**src/pkg/bsc_pkg.sv**
```systemverilog
// constants, types and state layout of the pressure sensor command sequencer
// assumes one 25 MHz clock shared with the serial slave and the converter front end
// Notes on behaviour
// - after power-on reset run initialisation, about 400 us, then enter sleep.
// - ready flag reads 1 once the power-up sequence has completed.
// - while idle stay asleep; leave sleep only on a valid command.
// - calibrate only once per power-up or reset, then wait asleep.
// - after any accepted command finishes, return to sleep.
// - pressure conversion always runs a temperature conversion first; temperature alone allowed.
// - results are kept in storage that holds its contents while asleep.
// - conversion time follows oversampling, 2.1 ms up to 131.1 ms.
// - altitude is readable as soon as its pressure measurement completes.
// - command 0x06 resets at once, abandoning any operation.
// - soft reset clears storage except trim memory, then reruns power-up.
// - conversion command is 010, 3-bit oversampling field, 2-bit channel field.
// - channel 00 means temperature plus pressure, 10 means temperature only.
// - oversampling codes 000 to 101 select 4096 down to 128.
// - channel 01/11 or oversampling 110/111 make the conversion fail.
// - command 0x10 returns temperature then pressure.
// - command 0x11 returns temperature then altitude.
// - command 0x30 returns pressure only, 0x31 altitude only.
// - temperature is 24 bits, low 20 signed in hundredths of a degree.
// - pressure is 24 bits, low 20 unsigned, host divides by 100.
// - altitude is 24 bits, low 20 signed in hundredths of a metre.
// - a read frame returns three bytes, or six for paired commands.
package bsc_pkg;
  localparam int unsigned CLK_PERIOD_NS = 40;
  localparam int unsigned T_POWERUP_NS = 400_000;
  localparam int unsigned POWERUP_CYC = (T_POWERUP_NS + CLK_PERIOD_NS - 1) / CLK_PERIOD_NS;
  localparam int unsigned T_TENTH_MS_NS = 100_000;
  localparam int unsigned CYC_PER_TENTH_MS = T_TENTH_MS_NS / CLK_PERIOD_NS;
  localparam int unsigned CNT_W = 22;
  // command bytes and fields
  localparam logic [7:0] CMD_SOFT_RST = 8'h06;
  localparam logic [7:0] CMD_READ_TP = 8'h10;
  localparam logic [7:0] CMD_READ_TA = 8'h11;
  localparam logic [7:0] CMD_READ_P = 8'h30;
  localparam logic [7:0] CMD_READ_A = 8'h31;
  localparam logic [2:0] CONV_PREFIX = 3'h2;
  localparam logic [2:0] OSR_LAST_VALID = 3'h5;
  localparam logic [1:0] CHAN_TP = 2'h0;
  localparam logic [1:0] CHAN_T = 2'h2;
  // conversion times in tenths of a millisecond, indexed by oversampling code
  localparam logic [5:0][10:0] CONV_T_TENTHS =
    {11'h015, 11'h029, 11'h052, 11'h0a4, 11'h148, 11'h290};
  localparam logic [5:0][10:0] CONV_TP_TENTHS =
    {11'h029, 11'h052, 11'h0a4, 11'h148, 11'h290, 11'h51f};
  // result storage slots and read frame lengths
  localparam logic [1:0] RES_TEMP = 2'h0;
  localparam logic [1:0] RES_PRESS = 2'h1;
  localparam logic [1:0] RES_ALT = 2'h2;
  localparam logic [2:0] PAIR_BYTES = 3'h6;
  localparam logic [2:0] SINGLE_BYTES = 3'h3;

  typedef enum logic [1:0] {ST_INIT = 2'b00, ST_SLEEP = 2'b01, ST_CONV = 2'b11,
                            ST_SEND = 2'b10} bsc_state_t;
  typedef enum logic [1:0] {RS_TP, RS_TA, RS_P, RS_A} bsc_rsel_t;

  typedef struct packed {
    logic [19:0] temp;
    logic [19:0] press;
    logic [19:0] alt;
  } bsc_meas_t;

  typedef struct packed {
    logic [7:0] data;
    logic valid;
    logic last;
  } bsc_tx_t;

  typedef struct packed {
    bsc_state_t st;
    logic [CNT_W-1:0] cnt;
    logic [CNT_W-1:0] t_end;
    logic [CNT_W-1:0] p_end;
    logic [1:0] chan;
    logic press_phase;
    logic [2:0][19:0] res;
    bsc_rsel_t rsel;
    logic [2:0] idx;
    bsc_tx_t tx;
    logic ready;
    logic busy;
    logic fail;
    logic comp;
  } bsc_regs_t;

  localparam bsc_regs_t REGS_RESET = '0;
endpackage : bsc_pkg

```
**src/hw/bsc_sequencer.sv**
```systemverilog
// command sequencer: power-up, conversion timing, result storage and byte delivery
// assumes the serial slave and converter front end share clk; their strobes need no sync
`timescale 1ns/1ps
module bsc_sequencer #(
  parameter int unsigned POWERUP_CYC = bsc_pkg::POWERUP_CYC,
  parameter int unsigned CYC_PER_TENTH_MS = bsc_pkg::CYC_PER_TENTH_MS
) (
  input wire logic clk,
  input wire logic arst_n,
  input wire logic cmd_valid,
  input wire logic [7:0] cmd_byte,
  input wire logic rd_req,
  input wire logic compensate_en,
  input wire bsc_pkg::bsc_meas_t meas,
  output bsc_pkg::bsc_tx_t tx,
  output logic powerup_done_flag,
  output logic conv_busy,
  output logic conv_pressure,
  output logic conv_fail,
  output logic comp_mode
);
  localparam logic [bsc_pkg::CNT_W-1:0] PU_LAST = bsc_pkg::CNT_W'(POWERUP_CYC - 1);

  bsc_pkg::bsc_regs_t q_reg;
  bsc_pkg::bsc_regs_t q_next;

  // conversion length in cycles for one oversampling code
  function automatic logic [bsc_pkg::CNT_W-1:0] conv_cycles(input logic [10:0] tenths);
    conv_cycles = bsc_pkg::CNT_W'(tenths * CYC_PER_TENTH_MS);
  endfunction : conv_cycles

  // widen a 20-bit result to the 24-bit delivery word
  function automatic logic [23:0] word24(input logic [19:0] v, input logic sgn);
    word24 = {{4{sgn & v[19]}}, v};
  endfunction : word24

  // byte idx of the frame selected by rsel, most significant byte first
  function automatic logic [7:0] frame_byte(input bsc_pkg::bsc_rsel_t rsel,
                                            input logic [2:0] idx,
                                            input logic [2:0][19:0] res);
    logic pair;
    logic first;
    logic [1:0] slot;
    logic [1:0] pos;
    logic [23:0] w;
    pair = (rsel == bsc_pkg::RS_TP) || (rsel == bsc_pkg::RS_TA);
    first = pair && (idx < 3'h3);
    slot = ((rsel == bsc_pkg::RS_TP) || (rsel == bsc_pkg::RS_P)) ?
           bsc_pkg::RES_PRESS : bsc_pkg::RES_ALT;
    if (first) begin
      slot = bsc_pkg::RES_TEMP;
    end
    pos = (idx < 3'h3) ? idx[1:0] : 2'(idx - 3'h3);
    w = word24(res[slot], slot != bsc_pkg::RES_PRESS);
    case (pos)
      2'h0: frame_byte = w[23:16];
      2'h1: frame_byte = w[15:8];
      default: frame_byte = w[7:0];
    endcase
  endfunction : frame_byte

  logic is_conv;
  logic conv_ok;
  logic [2:0] osr_f;
  logic [1:0] chan_f;
  logic [2:0] frame_len;

  // command decode; conversion fields sit below the 010 prefix
  always_comb begin
    osr_f = cmd_byte[4:2];
    chan_f = cmd_byte[1:0];
    is_conv = cmd_byte[7:5] == bsc_pkg::CONV_PREFIX;
    conv_ok = (osr_f <= bsc_pkg::OSR_LAST_VALID) &&
              ((chan_f == bsc_pkg::CHAN_TP) || (chan_f == bsc_pkg::CHAN_T));
    frame_len = ((q_reg.rsel == bsc_pkg::RS_TP) || (q_reg.rsel == bsc_pkg::RS_TA)) ?
                bsc_pkg::PAIR_BYTES : bsc_pkg::SINGLE_BYTES;
  end

  // next-state logic; soft reset overrides everything, even mid-conversion
  always_comb begin
    q_next = q_reg;
    q_next.tx.valid = 1'b0;
    q_next.tx.last = 1'b0;
    if (cmd_valid && (cmd_byte == bsc_pkg::CMD_SOFT_RST)) begin
      q_next = bsc_pkg::REGS_RESET;
    end else begin
      unique case (q_reg.st)
        bsc_pkg::ST_INIT: begin
          // single calibration pass, then asleep with the ready flag up
          if (q_reg.cnt == PU_LAST) begin
            q_next.st = bsc_pkg::ST_SLEEP;
            q_next.ready = 1'b1;
            q_next.cnt = '0;
          end else begin
            q_next.cnt = q_reg.cnt + 1'b1;
          end
        end
        bsc_pkg::ST_SLEEP: begin
          // only a recognised command wakes the sequencer
          if (cmd_valid && is_conv) begin
            if (conv_ok) begin
              q_next.st = bsc_pkg::ST_CONV;
              q_next.cnt = '0;
              q_next.chan = chan_f;
              q_next.t_end = conv_cycles(bsc_pkg::CONV_T_TENTHS[osr_f]);
              q_next.p_end = conv_cycles(bsc_pkg::CONV_TP_TENTHS[osr_f]);
              q_next.press_phase = 1'b0;
              q_next.busy = 1'b1;
              q_next.fail = 1'b0;
              q_next.comp = compensate_en;
            end else begin
              q_next.fail = 1'b1;
            end
          end else if (cmd_valid && (cmd_byte == bsc_pkg::CMD_READ_TP)) begin
            q_next.st = bsc_pkg::ST_SEND;
            q_next.rsel = bsc_pkg::RS_TP;
            q_next.idx = '0;
          end else if (cmd_valid && (cmd_byte == bsc_pkg::CMD_READ_TA)) begin
            q_next.st = bsc_pkg::ST_SEND;
            q_next.rsel = bsc_pkg::RS_TA;
            q_next.idx = '0;
          end else if (cmd_valid && (cmd_byte == bsc_pkg::CMD_READ_P)) begin
            q_next.st = bsc_pkg::ST_SEND;
            q_next.rsel = bsc_pkg::RS_P;
            q_next.idx = '0;
          end else if (cmd_valid && (cmd_byte == bsc_pkg::CMD_READ_A)) begin
            q_next.st = bsc_pkg::ST_SEND;
            q_next.rsel = bsc_pkg::RS_A;
            q_next.idx = '0;
          end
          // any other byte falls through untouched
        end
        bsc_pkg::ST_CONV: begin
          // temperature phase always runs first; pressure and altitude land together
          q_next.cnt = q_reg.cnt + 1'b1;
          if (!q_reg.press_phase && (q_reg.cnt == q_reg.t_end - 1'b1)) begin
            q_next.res[bsc_pkg::RES_TEMP] = meas.temp;
            if (q_reg.chan == bsc_pkg::CHAN_T) begin
              q_next.st = bsc_pkg::ST_SLEEP;
              q_next.busy = 1'b0;
            end else begin
              q_next.press_phase = 1'b1;
            end
          end
          if (q_reg.press_phase && (q_reg.cnt == q_reg.p_end - 1'b1)) begin
            q_next.res[bsc_pkg::RES_PRESS] = meas.press;
            q_next.res[bsc_pkg::RES_ALT] = meas.alt;
            q_next.st = bsc_pkg::ST_SLEEP;
            q_next.busy = 1'b0;
            q_next.press_phase = 1'b0;
          end
        end
        bsc_pkg::ST_SEND: begin
          // one byte per request; the frame ends by itself after its last byte
          if (rd_req) begin
            q_next.tx.valid = 1'b1;
            q_next.tx.data = frame_byte(q_reg.rsel, q_reg.idx, q_reg.res);
            q_next.tx.last = q_reg.idx == frame_len - 1'b1;
            q_next.idx = q_reg.idx + 1'b1;
            if (q_reg.idx == frame_len - 1'b1) begin
              q_next.st = bsc_pkg::ST_SLEEP;
            end
          end
        end
      endcase
    end
  end

  // state register; storage keeps its value through sleep
  always_ff @(posedge clk or negedge arst_n) begin
    if (!arst_n) begin
      q_reg <= bsc_pkg::REGS_RESET;
    end else begin
      q_reg <= q_next;
    end
  end

  // outputs straight from the state register
  always_comb begin
    tx = q_reg.tx;
    powerup_done_flag = q_reg.ready;
    conv_busy = q_reg.busy;
    conv_pressure = q_reg.press_phase;
    conv_fail = q_reg.fail;
    comp_mode = q_reg.comp;
  end

  logic soft_cmd;
  assign soft_cmd = cmd_valid && (cmd_byte == bsc_pkg::CMD_SOFT_RST);

  AST_POWERUP_END: assert property (@(posedge clk) disable iff (!arst_n)
    (q_reg.st == bsc_pkg::ST_INIT && q_reg.cnt == PU_LAST && !soft_cmd) |=>
      (q_reg.st == bsc_pkg::ST_SLEEP && powerup_done_flag))
    else $error("power-up did not end in sleep with ready set");
  AST_READY_STAYS: assert property (@(posedge clk) disable iff (!arst_n)
    (powerup_done_flag && !soft_cmd) |=> powerup_done_flag)
    else $error("ready flag dropped without soft reset");
  AST_ONE_CAL: assert property (@(posedge clk) disable iff (!arst_n)
    (q_reg.st != bsc_pkg::ST_INIT && !soft_cmd) |=> q_reg.st != bsc_pkg::ST_INIT)
    else $error("calibration rerun without reset");
  AST_SOFT_RESET: assert property (@(posedge clk) disable iff (!arst_n)
    soft_cmd |=> (q_reg.st == bsc_pkg::ST_INIT && !powerup_done_flag && !conv_busy
                  && q_reg.res == '0))
    else $error("soft reset did not clear and restart");
  // the cycle right after a frame's last byte still clears the byte pulse, so skip it
  AST_SLEEP_IDLE: assert property (@(posedge clk) disable iff (!arst_n)
    (q_reg.st == bsc_pkg::ST_SLEEP && !cmd_valid && !tx.valid) |=> $stable(q_reg))
    else $error("left sleep without a command");
  AST_BUSY_IN_CONV: assert property (@(posedge clk) disable iff (!arst_n)
    conv_busy == (q_reg.st == bsc_pkg::ST_CONV))
    else $error("busy flag and conversion state disagree");
  AST_TEMP_FIRST: assert property (@(posedge clk) disable iff (!arst_n)
    (q_reg.st == bsc_pkg::ST_CONV && !q_reg.press_phase && !soft_cmd
     && q_reg.cnt != q_reg.t_end - 1'b1) |=> !conv_pressure)
    else $error("pressure phase started before temperature ended");
  AST_TEMP_STORE: assert property (@(posedge clk) disable iff (!arst_n)
    (q_reg.st == bsc_pkg::ST_CONV && !q_reg.press_phase && !soft_cmd
     && q_reg.cnt == q_reg.t_end - 1'b1) |=> (q_reg.res[bsc_pkg::RES_TEMP] == $past(meas.temp)))
    else $error("temperature not stored at phase end");
  AST_RES_HELD: assert property (@(posedge clk) disable iff (!arst_n)
    (q_reg.st == bsc_pkg::ST_SLEEP && !soft_cmd) |=> $stable(q_reg.res))
    else $error("stored results changed while asleep");
  AST_TX_ONLY_SEND: assert property (@(posedge clk) disable iff (!arst_n)
    (q_reg.st != bsc_pkg::ST_SEND) |=> !tx.valid)
    else $error("byte delivered outside a read frame");
  AST_BAD_CONV: assert property (@(posedge clk) disable iff (!arst_n)
    (q_reg.st == bsc_pkg::ST_SLEEP && cmd_valid && is_conv && !conv_ok) |=>
      (conv_fail && q_reg.st == bsc_pkg::ST_SLEEP))
    else $error("invalid conversion code was not refused");
  AST_CONV_BOUND: assert property (@(posedge clk) disable iff (!arst_n)
    (q_reg.st == bsc_pkg::ST_CONV) |-> (q_reg.cnt < q_reg.p_end && q_reg.t_end < q_reg.p_end))
    else $error("conversion ran past its length");
  AST_ALT_WITH_PRESS: assert property (@(posedge clk) disable iff (!arst_n)
    (q_reg.st == bsc_pkg::ST_CONV && q_reg.press_phase && q_reg.cnt == q_reg.p_end - 1'b1
     && !soft_cmd) |=> (q_reg.res[bsc_pkg::RES_ALT] == $past(meas.alt)
                        && q_reg.st == bsc_pkg::ST_SLEEP))
    else $error("altitude not stored with pressure");
  AST_PRESS_MSB: assert property (@(posedge clk) disable iff (!arst_n)
    (q_reg.st == bsc_pkg::ST_SEND && rd_req && q_reg.rsel == bsc_pkg::RS_P
     && q_reg.idx == 3'h0 && !soft_cmd) |=>
      (tx.valid && tx.data == {4'h0, q_reg.res[bsc_pkg::RES_PRESS][19:16]}))
    else $error("pressure high byte wrong");
  AST_FRAME_LEN: assert property (@(posedge clk) disable iff (!arst_n)
    (tx.valid && tx.last) |-> (q_reg.idx == frame_len && q_reg.st == bsc_pkg::ST_SLEEP))
    else $error("frame length wrong");
  AST_IGNORE: assert property (@(posedge clk) disable iff (!arst_n)
    (q_reg.st == bsc_pkg::ST_SLEEP && cmd_valid && !is_conv && !soft_cmd
     && cmd_byte != bsc_pkg::CMD_READ_TP && cmd_byte != bsc_pkg::CMD_READ_TA
     && cmd_byte != bsc_pkg::CMD_READ_P && cmd_byte != bsc_pkg::CMD_READ_A
     && !tx.valid) |=>
      $stable(q_reg))
    else $error("unknown command changed state");

  COV_TP_DONE: cover property (@(posedge clk) disable iff (!arst_n)
    $fell(conv_pressure) && q_reg.st == bsc_pkg::ST_SLEEP);
  COV_PAIR_READ: cover property (@(posedge clk) disable iff (!arst_n)
    tx.last && q_reg.idx == bsc_pkg::PAIR_BYTES);
  COV_RESET_MID_CONV: cover property (@(posedge clk) disable iff (!arst_n)
    soft_cmd && q_reg.st == bsc_pkg::ST_CONV);
  // temperature-only run and a refused code, the two other main paths
  COV_T_ONLY: cover property (@(posedge clk) disable iff (!arst_n)
    $fell(conv_busy) && !conv_pressure && q_reg.chan == bsc_pkg::CHAN_T);
  COV_BAD_CODE: cover property (@(posedge clk) disable iff (!arst_n)
    $rose(conv_fail));
endmodule : bsc_sequencer

```
**config.mk**
```make
export PLATFORM = sky130hd
export DESIGN_NAME = bsc_sequencer
export DESIGN_NICKNAME = d
export VERILOG_FILES = /design/src/pkg/bsc_pkg.sv /design/src/hw/bsc_sequencer.sv
export SDC_FILE = /design/constraint.sdc
export NUM_CORES = 1
export LEC_CHECK = 0
export ABC_CLOCK_PERIOD_IN_PS = 7800
export BUFFER_PORTS_ARGS = -buffer_cell sky130_fd_sc_hd__buf_2
export CAP_MARGIN = 40
export CORE_ASPECT_RATIO = 0.6
export CORE_MARGIN = 3
export CORE_UTILIZATION = 50
export CTS_BUF_LIST = sky130_fd_sc_hd__clkbuf_4 sky130_fd_sc_hd__clkbuf_8
export DETAILED_ROUTE_END_ITERATION = 8
export PLACE_DENSITY_LB_ADDON = 0.2
export SLEW_MARGIN = 20
export SYNTH_ARGS = -nofsm -noshare
export SYNTH_HDL_FRONTEND = slang
export SYNTH_SLANG_ARGS = --single-unit
```
**constraint.sdc**
```tcl
create_clock -name clk -period 7.8 [get_ports clk]
set_clock_uncertainty 0.15 [all_clocks]
set_input_delay 1.56 -clock clk [delete_from_list [all_inputs] [get_ports clk]]
set_output_delay 1.56 -clock clk [all_outputs]
set_load 0.05 [all_outputs]
```
==> flow_metrics.tcl, run 1 <==
set metrics [dict create \
    outcome "completed" \
    cts_made_buffers 17 \
    internal-power_mw 1.88 \
    postSynth.asyncResetShare 1.00 \
    dieArea_um2 23400 \
    synth_compound_area_frac 0.145 \
    setup.worst_path.start_class "input pin" \
    critPathCaptureType "flop" \
    syn_nets 1373 \
    cts.hold.buffers_added 0 \
    synthTopCellsByArea "dfrtp_1, ha_1, fa_1" \
    largest_reg_flops 126 \
    synth-edff-count 0 \
    cts_setup_buffers 0 \
    p_switching_mw 1.55 \
    cts_buffer_depth 2 \
    ys_seq_area_frac 0.327 \
    crit_arrival_ns 6.17 \
    drc_errors 0 \
    vdd.ir_drop.worst_v 0.000192 \
    ctsHtreeMaxLevel 4 \
    cts.sink_count 141 \
    synth-simple-area-share 0.172 \
    switching_share 0.452 \
    gp_congestion 0.942 \
    ys_ff_latch 141 \
    min_period_over_period 0.765 \
    worst_pin_slew_ns 0.841 \
    synth_warnings 0 \
    cts_tree "built" \
    synth.distinct_cells 72 \
    finalWorstSetupSlack_ns 1.83 \
    viasPerCell 5.84 \
    relSlewSlack 0.434 \
    criticalPathCategory "input pin to flop" \
    grt_usage 0.255 \
    fin_setup_tns_ns 0 \
    die_w_um 196 \
    finalHoldViolations 0 \
    grt_pass1_wl_mm 46.7 \
    synthAdderAreaFrac 0.162 \
    drtIter0Drc 787 \
    dp_hpwl_mm 22.9 \
    clkPwrFrac 0.190 \
    total_power_mw 3.43 \
    rsz0062_at_grt "no" \
    p_per_area_nw_per_um2 292 \
    avgSynthCellArea_um2 9.17 \
    fp-row-count 40 \
    worstSkewPairLatency_ns 0.47 \
    fmax_mhz 168 \
    synth_area_um2 10800 \
    setup_viol 0 \
    syn_inst 1177 \
    crit_fanout 18 \
    antennaDiodeCount 0 \
    initial_core_util 0.525 \
    ios 88 \
    yosysMostFrequentCell "dfrtp_1" \
    synth_xor_area_frac 0.0706 \
    final_util 0.571 \
    dr_total_vias 8794 \
    cp.required_ns 8.00 \
    p_leak_nw 5.75 \
    hold_path_class "flop to flop" \
    dp_slack_ns 1.40 \
    p_seq_frac 0.301 \
    fin_crit_ns 5.97 \
    wl_mm 29.6 \
    fin_area_um2 11700 \
    grt-ovfl-total 0 \
    layout.nets 1415 \
    yosysTopAreaCell "dfrtp_1" \
    cts_resized 0 \
    dr.pass1.iters 5 \
    antenna_left 0 \
    grt_start_max_net_pins 70 \
    area_growth_pct 8.80 \
    synth.area.mux_share 0.0523 \
    clk_root_buffer_cell "clkbuf_8" \
    avgRoutedWirePerCell_um 19.7 \
    power_frac_comb 0.509 \
    core_area_um2 20600 \
    grt_pass1_vias 8279 \
    synth.top_cell.area_share 0.327 \
    synth_top_family_by_area "simple AND/OR/NAND/NOR gates" \
    final_max_slew_viol_count 0 \
    path_clk_slew_ns 0.09 \
    synth_common_cells "dfrtp_1, nor2_1, ha_1" \
    place_area_um2 11300 \
    ys.flop_type "dfrtp_1" \
    antenna_found_initial 0 \
    cap_violations 0 \
    portBuffers 87 \
    die_height_um 120 \
    drive_gt1_frac 0.125 \
]
==> worst max-delay path, stage by stage <==
cell	delay, ns
buf_2	0.34
nand2_1	0.36
inv_1	0.32
nor2_1	0.18
fa_1	0.56
inv_1	0.04
ha_1	0.26
inv_1	0.05
fa_1	0.53
inv_1	0.04
ha_1	0.26
inv_1	0.05
fa_1	0.49
inv_1	0.05
ha_1	0.31
o21ai_0	0.17
a21oi_1	0.08
o21ai_0	0.24
mux2i_1	0.21
nand2_1	0.06
==> per-layer routing <==
layer  GRT usage  routed length, um  up-vias  share of wire
li1            -                  -     4181              -
met1       0.430              15500     4237           0.52
met2       0.313              10700      359           0.36
met3      0.0707               3250       17           0.11
met4      0.0427                179        0         0.0061
met5           0                  0        -              0
==> metrics by stage <==
step	hold slack [ns]	cells
2_1_floorplan	0.304	1177
3_3_place_gp	0.319	1469
3_5_place_dp	0.325	1473
4_1_cts	0.345	1505
5_1_grt	0.365	1505
6_report	0.351	1505
==> layout make-up <==
type / count / area [um2]
Multi-Input combinational cell: 866 / 6510
Sequential cell: 141 / 3530
Timing Repair Buffer: 104 / 606
Inverter: 89 / 334
Fill cell: 1871 / 8820
Clock inverter: 12 / 159
Clock buffer: 20 / 269
Tap cell: 273 / 342
==> power groups by stage <==
stage | sequential, mW | combinational, mW | clock (mW)
2_1_floorplan | 0.957 | 1.37 | 0
3_3_place_gp | 1.03 | 1.68 | 0
3_5_place_dp | 1.04 | 1.71 | 0
4_1_cts | 1.02 | 1.72 | 0.660
5_1_grt | 1.05 | 1.94 | 0.690
6_report | 1.03 | 1.75 | 0.652
==> final timing paths <==
kind                        startpoint         end  slack (ns)  depth (start not counted)
setup / recovery           cmd_byte[4]   q_reg[99]        1.83                         20
hold / removal               conv_fail   conv_fail        0.35                          1
setup reg to reg            q_reg[106]  q_reg[148]        3.66                         10
hold reg to reg              conv_fail   conv_fail        0.35                          1
max in group asynchronous       arst_n   q_reg[26]        5.42                          3
min in group asynchronous       arst_n  q_reg[147]        0.91                          1
==> kinds of logic after synthesis <==
kind of cell    Yosys count
flops                   141
other cells               1
buf+inv                 170
simple gates            363
xor+xnor                 87
fa+ha+maj               123
compound gates          236
mux                      56
==> cells in the final DEF (no fill, tap or decap), drive strengths merged, types with 20 or more instances in the layout <==
master  instances
a21oi          44
mux2i          53
buf           104
fa             28
o21ai          77
inv            91
clkbuf         20
nor2          108
xor2           34
ha             95
nand2          91
a22o           50
xnor2          53
nor3           22
dfrtp         141
Power figures use the tool's default switching activity.
==> inputs of run 2 (changes only) <==
Settings changed: ABC_CLOCK_PERIOD_IN_PS 7800 to 4900.
Clock period 7.8 ns to 4.9 ns, I/O delays scaled along.
==> run 2 against run 1 <==
Effect of this change:
- register-to-register slack lost 2.9 ns
- largest cell class unchanged
- cell count grew 6.0%
- highest routed layer unchanged
- critical path type unchanged
- core utilization grew 3.5 points
- clock-buffer cell count shrank 1
- via count grew 5.1%
==> flow_metrics.tcl, run 2 (synthesis gave the netlist of run 1 again) <==
set metrics [dict create \
    r2r_start "q_reg[84]" \
    finalWorstSetupSlack_ns 0.171 \
    cts_buffer_depth 2 \
    setup_viol 0 \
    worstSkewPairLatency_ns 0.46 \
    fmax_mhz 211 \
    cts_made_buffers 17 \
    grt_start_max_net_pins 51 \
    power_frac_comb 0.534 \
    final_max_slew_viol_count 0 \
    drtIter0Drc 750 \
    grt_usage 0.261 \
    dr_total_vias 9244 \
    internal-power_mw 3.07 \
    layout_common_cells "dfrtp_1, nor2_1, buf_4, ha_1, nand2_1" \
    crit_fanout 5 \
    wl_mm 30.3 \
    dr.pass1.iters 6 \
    relSlewSlack 0.389 \
    p_seq_frac 0.294 \
    viasPerCell 5.80 \
    avgRoutedWirePerCell_um 19.0 \
    grt_pass1_wl_mm 48.4 \
    switching_share 0.450 \
    hold_path_class "input pin to async pin" \
    core_area_um2 20600 \
    die_height_um 120 \
    ios 88 \
    drc_errors 0 \
    cp.required_ns 5.08 \
    antenna_found_initial 0 \
    portBuffers 87 \
    setup.worst_path.start_class "input pin" \
    cts.hold.buffers_added 0 \
    whs_ns 0.303 \
    p_switching_mw 2.51 \
    finalHoldViolations 0 \
    vdd.ir_drop.worst_v 0.000291 \
    dp_hpwl_mm 24.1 \
    gp_congestion 0.971 \
    area_growth_pct 15.4 \
    crit_arrival_ns 4.91 \
    place_area_um2 12000 \
    criticalPathCategory "input pin to flop" \
    min_period_over_period 0.965 \
    cts_resized 0 \
    p_per_area_nw_per_um2 448 \
    grt_pass1_vias 8741 \
    outcome "completed" \
    dieArea_um2 23400 \
    drive_gt1_frac 0.196 \
    fin_area_um2 12500 \
    clkPwrFrac 0.171 \
    total_power_mw 5.58 \
    ctsHtreeMaxLevel 4 \
    dp_slack_ns -0.427 \
    initial_core_util 0.525 \
    fp-row-count 40 \
    die_w_um 196 \
    critPathCaptureType "flop" \
    startpoint "cmd_byte[2]" \
    cts_tree "built" \
    layout.nets 1505 \
    final_util 0.606 \
    cts.sink_count 141 \
    clk_root_buffer_cell "clkbuf_8" \
    cap_violations 0 \
    worst_pin_slew_ns 0.909 \
    path_clk_slew_ns 0.07 \
    largest_reg_flops 126 \
    fin_crit_ns 4.73 \
    final_common_cell "dfrtp_1" \
    antennaDiodeCount 0 \
    antenna_left 0 \
    p_leak_nw 6.18 \
    grt-ovfl-total 0 \
    cts_setup_buffers 0 \
]
-- run 2: cell types whose count changed in the layout (fill, tap and decap cells not counted), sizes merged --
cell / previous run / this run
bufinv: 3 / 2
clkinvlp: 2 / 4
buf: 104 / 193
inv: 91 / 89
clkinv: 5 / 7
-- run 2: critical path, stage by stage --
cell and delay [ns]:
buf_2 0.15, inv_2 0.07, ha_1 0.32, nor2_1 0.18, inv_1 0.10, nand2_1 0.16
inv_1 0.08, fa_1 0.53, inv_1 0.04, ha_1 0.27, ha_1 0.28, inv_1 0.05
fa_1 0.50, inv_1 0.04, ha_1 0.29, a21oi_1 0.07, o22ai_1 0.17, a21oi_1 0.13
o21ai_1 0.19, mux2i_1 0.24, nand2_1 0.07
-- run 2: final cells by class --
type / count / area (um2)
clock buffer: 19 / 255
clock inverter: 13 / 140
fill: 1827 / 8110
inverter: 89 / 335
multi-input combinational: 866 / 6570
sequential: 141 / 3530
tap: 273 / 342
timing repair buffer: 194 / 1290
-- run 2: stage by stage --
step / setup TNS [ns] / cells
floorplan: 0 / 1177
global placement: -1.68 / 1559
detailed placement: -2.68 / 1562
CTS: 0 / 1594
global route: -0.0203 / 1595
finish: 0 / 1595
-- run 2: layer usage --
layer  share of wire  GRT usage
met2            0.37      0.328
met5               0          0
met3           0.090     0.0715
met4          0.0054     0.0338
met1            0.53      0.440
-- run 2: power groups by stage --
stage | Combinational [mW] | Sequential [mW] | Clock (mW)
6_report | 2.98 | 1.64 | 0.957
3_5_place_dp | 2.89 | 1.65 | 0
3_3_place_gp | 2.83 | 1.65 | 0
5_1_grt | 3.31 | 1.67 | 1.02
2_1_floorplan | 2.19 | 1.52 | 0
4_1_cts | 2.91 | 1.63 | 0.969
-- run 2: path summary, 6_finish.rpt --
check / end / slack [ns] / depth (start not counted)
worst min-delay path: q_reg[122] / 0.30 / 1
min in group clk: q_reg[80] / 0.35 / 1
worst min register to register: q_reg[80] / 0.35 / 1
worst max-delay path: q_reg[120] / 0.17 / 21
max in group asynchronous: conv_busy / 3.29 / 3
worst max register to register: q_reg[74] / 0.75 / 10
==> inputs of run 3 (changes only) <==
Settings changed: REMOVE_ABC_BUFFERS set to 1.
==> run 3 against run 2 <==
Effect of this change:
- non-clock buffer count is 6 lower
- clock power is 16% higher
- global-route usage fell by 0.57 points
- hold slack got worse by 0.14 ns
- total power is 1.5% higher
- worst setup slack gained 0.026 ns
- critical path depth decreased by 2
- clock-buffer cell count is the same
- sequential power about the same
- critical endpoint is now q_reg[101]
==> flow_metrics.tcl, run 3 (synthesis gave the netlist of run 1 again) <==
set metrics [dict create \
    outcome "completed" \
    drc_errors 0 \
    hold_path_class "input pin to async pin" \
    internal-power_mw 3.21 \
    cts.hold.buffers_added 0 \
    clkPwrFrac 0.195 \
    wl_mm 29.6 \
    path_cells "buf_2, inv_1, buf_4, ha_1, buf_4, o21ai_0, buf_4, inv_1, buf_4, fa_1, ha_1, fa_1, ha_1, ha_1, ha_1, a21oi_1, o21ai_0, xnor2_1, o21ai_0" \
    antennaDiodeCount 0 \
    switching_share 0.433 \
    avgRoutedWirePerCell_um 18.6 \
    fmax_mhz 213 \
    p_leak_nw 6.18 \
    p_switching_mw 2.46 \
    antenna_found_initial 0 \
    p_seq_frac 0.287 \
    antenna_left 0 \
    fin_setup_tns_ns 0 \
    cts_made_buffers 17 \
    final_max_slew_viol_count 0 \
    clk_root_buffer_cell "clkbuf_8" \
    p_per_area_nw_per_um2 455 \
    worstSkewPairLatency_ns 0.46 \
    setup_viol 0 \
    drive_gt1_frac 0.186 \
    cts_buffer_depth 2 \
    slowest_stage "fa_1" \
    die_w_um 196 \
    cts_tree "built" \
    viasPerCell 5.69 \
    dr.pass1.iters 5 \
    setup.worst_path.start_class "input pin" \
    cts.sink_count 141 \
    fin_crit_ns 4.70 \
    relSlewSlack 0.399 \
    cp.required_ns 5.08 \
    path_clk_slew_ns 0.08 \
    grt_usage 0.256 \
    cap_violations 0 \
    area_growth_pct 15.3 \
    layout_common_cells "dfrtp_1, nor2_1, buf_4, ha_1, nand2_1" \
    ctsHtreeMaxLevel 4 \
    vdd.ir_drop.worst_v 0.000256 \
    dieArea_um2 23400 \
    die_height_um 120 \
    crit_arrival_ns 4.88 \
    dr_total_vias 9046 \
    fp-row-count 40 \
    power_frac_comb 0.518 \
    crit_top_cell "ha_1" \
    final_common_cell "dfrtp_1" \
    whs_ns 0.167 \
    worst_pin_slew_ns 0.893 \
    portBuffers 87 \
    initial_core_util 0.525 \
    grt_start_max_net_pins 90 \
    cts_setup_buffers 0 \
    layout.nets 1499 \
    crit_path_max_incr_delay_ns 0.45 \
    min_period_over_period 0.960 \
    criticalPathCategory "input pin to flop" \
    grt_pass1_vias 8732 \
    finalHoldViolations 0 \
    total_power_mw 5.67 \
    core_area_um2 20600 \
    largest_reg_flops 126 \
    crit_fanout 3 \
    grt_pass1_wl_mm 47.6 \
    critPathCaptureType "flop" \
    dp_hpwl_mm 23.1 \
    ios 88 \
    drtIter0Drc 777 \
    gp_congestion 0.973 \
    grt-ovfl-total 0 \
]
run 3: cell count changes in the layout (fill, tap and decap cells not counted), moves of 3 or more:
cell and delta:
clkinv_2 -3, bufinv_16 +3, buf_4 -4, o21ai_2 -3, nor2_1 +3
run 3: layout make-up:
type	count	area (um2)
Clock inverter	13	215
Fill cell	1792	8120
Multi-Input combinational cell	866	6540
Inverter	89	334
Timing Repair Buffer	188	1240
Sequential cell	141	3530
Tap cell	273	342
Clock buffer	19	249
run 3: per-layer routing:
layer | track usage | share of wire | wire, um
met3 | 0.0693 | 0.097 | 2870
met1 | 0.420 | 0.51 | 15200
met4 | 0.0405 | 0.0062 | 183
met5 | 0 | 0 | 0
met2 | 0.330 | 0.38 | 11300
run 3: worst paths after layout:
| kind | startpoint | endpoint | slack, ns | cells after the start |
|---|---|---|---|---|
| max | cmd_byte[2] | q_reg[101] | 0.20 | 19 |
| min | arst_n | q_reg[121] | 0.17 | 1 |
| max reg2reg | q_reg[106] | q_reg[148] | 1.08 | 10 |
| min reg2reg | q_reg[80] | q_reg[80] | 0.34 | 1 |
| max in group asynchronous | arst_n | q_reg[148] | 3.43 | 3 |
| min in group clk | q_reg[80] | q_reg[80] | 0.34 | 1 |
run 3: metrics by stage:
stage                     cell area [um2]  setup WS, ns  std cells  utilization
after floorplan                     10400        -0.289       1096            -
after global placement              11900        -0.339       1555        0.578
after detailed placement            11900        -0.507       1556        0.580
after CTS                           12400       0.00367       1588        0.602
after global routing                12500       -0.0103       1589        0.605
final                               12500         0.197       1589        0.605
run 3: critical path: cells and delay by family:
kind | cells | cell delay, ns
adder cells (fa/ha/maj) | 7 | 2.34
AO/OA/AOI/OAI | 4 | 0.53
buffers and inverters | 7 | 0.81
XOR/XNOR | 1 | 0.21
run 3: repair_timing:
item,in CTS,in global routing
setup endpoints to repair,0,7
hold endpoints to repair,0,0
gates resized for setup,0,12
run 3: power by group through the flow:
| stage | Combinational (mW) | Sequential [mW] | Clock [mW] |
|---|---|---|---|
| final | 2.94 | 1.63 | 1.11 |
| after global routing | 3.26 | 1.66 | 1.18 |
| after CTS | 2.85 | 1.62 | 1.12 |
| after detailed placement | 2.84 | 1.64 | 0 |
| after global placement | 2.78 | 1.64 | 0 |
| after floorplan | 1.88 | 1.72 | 0 |
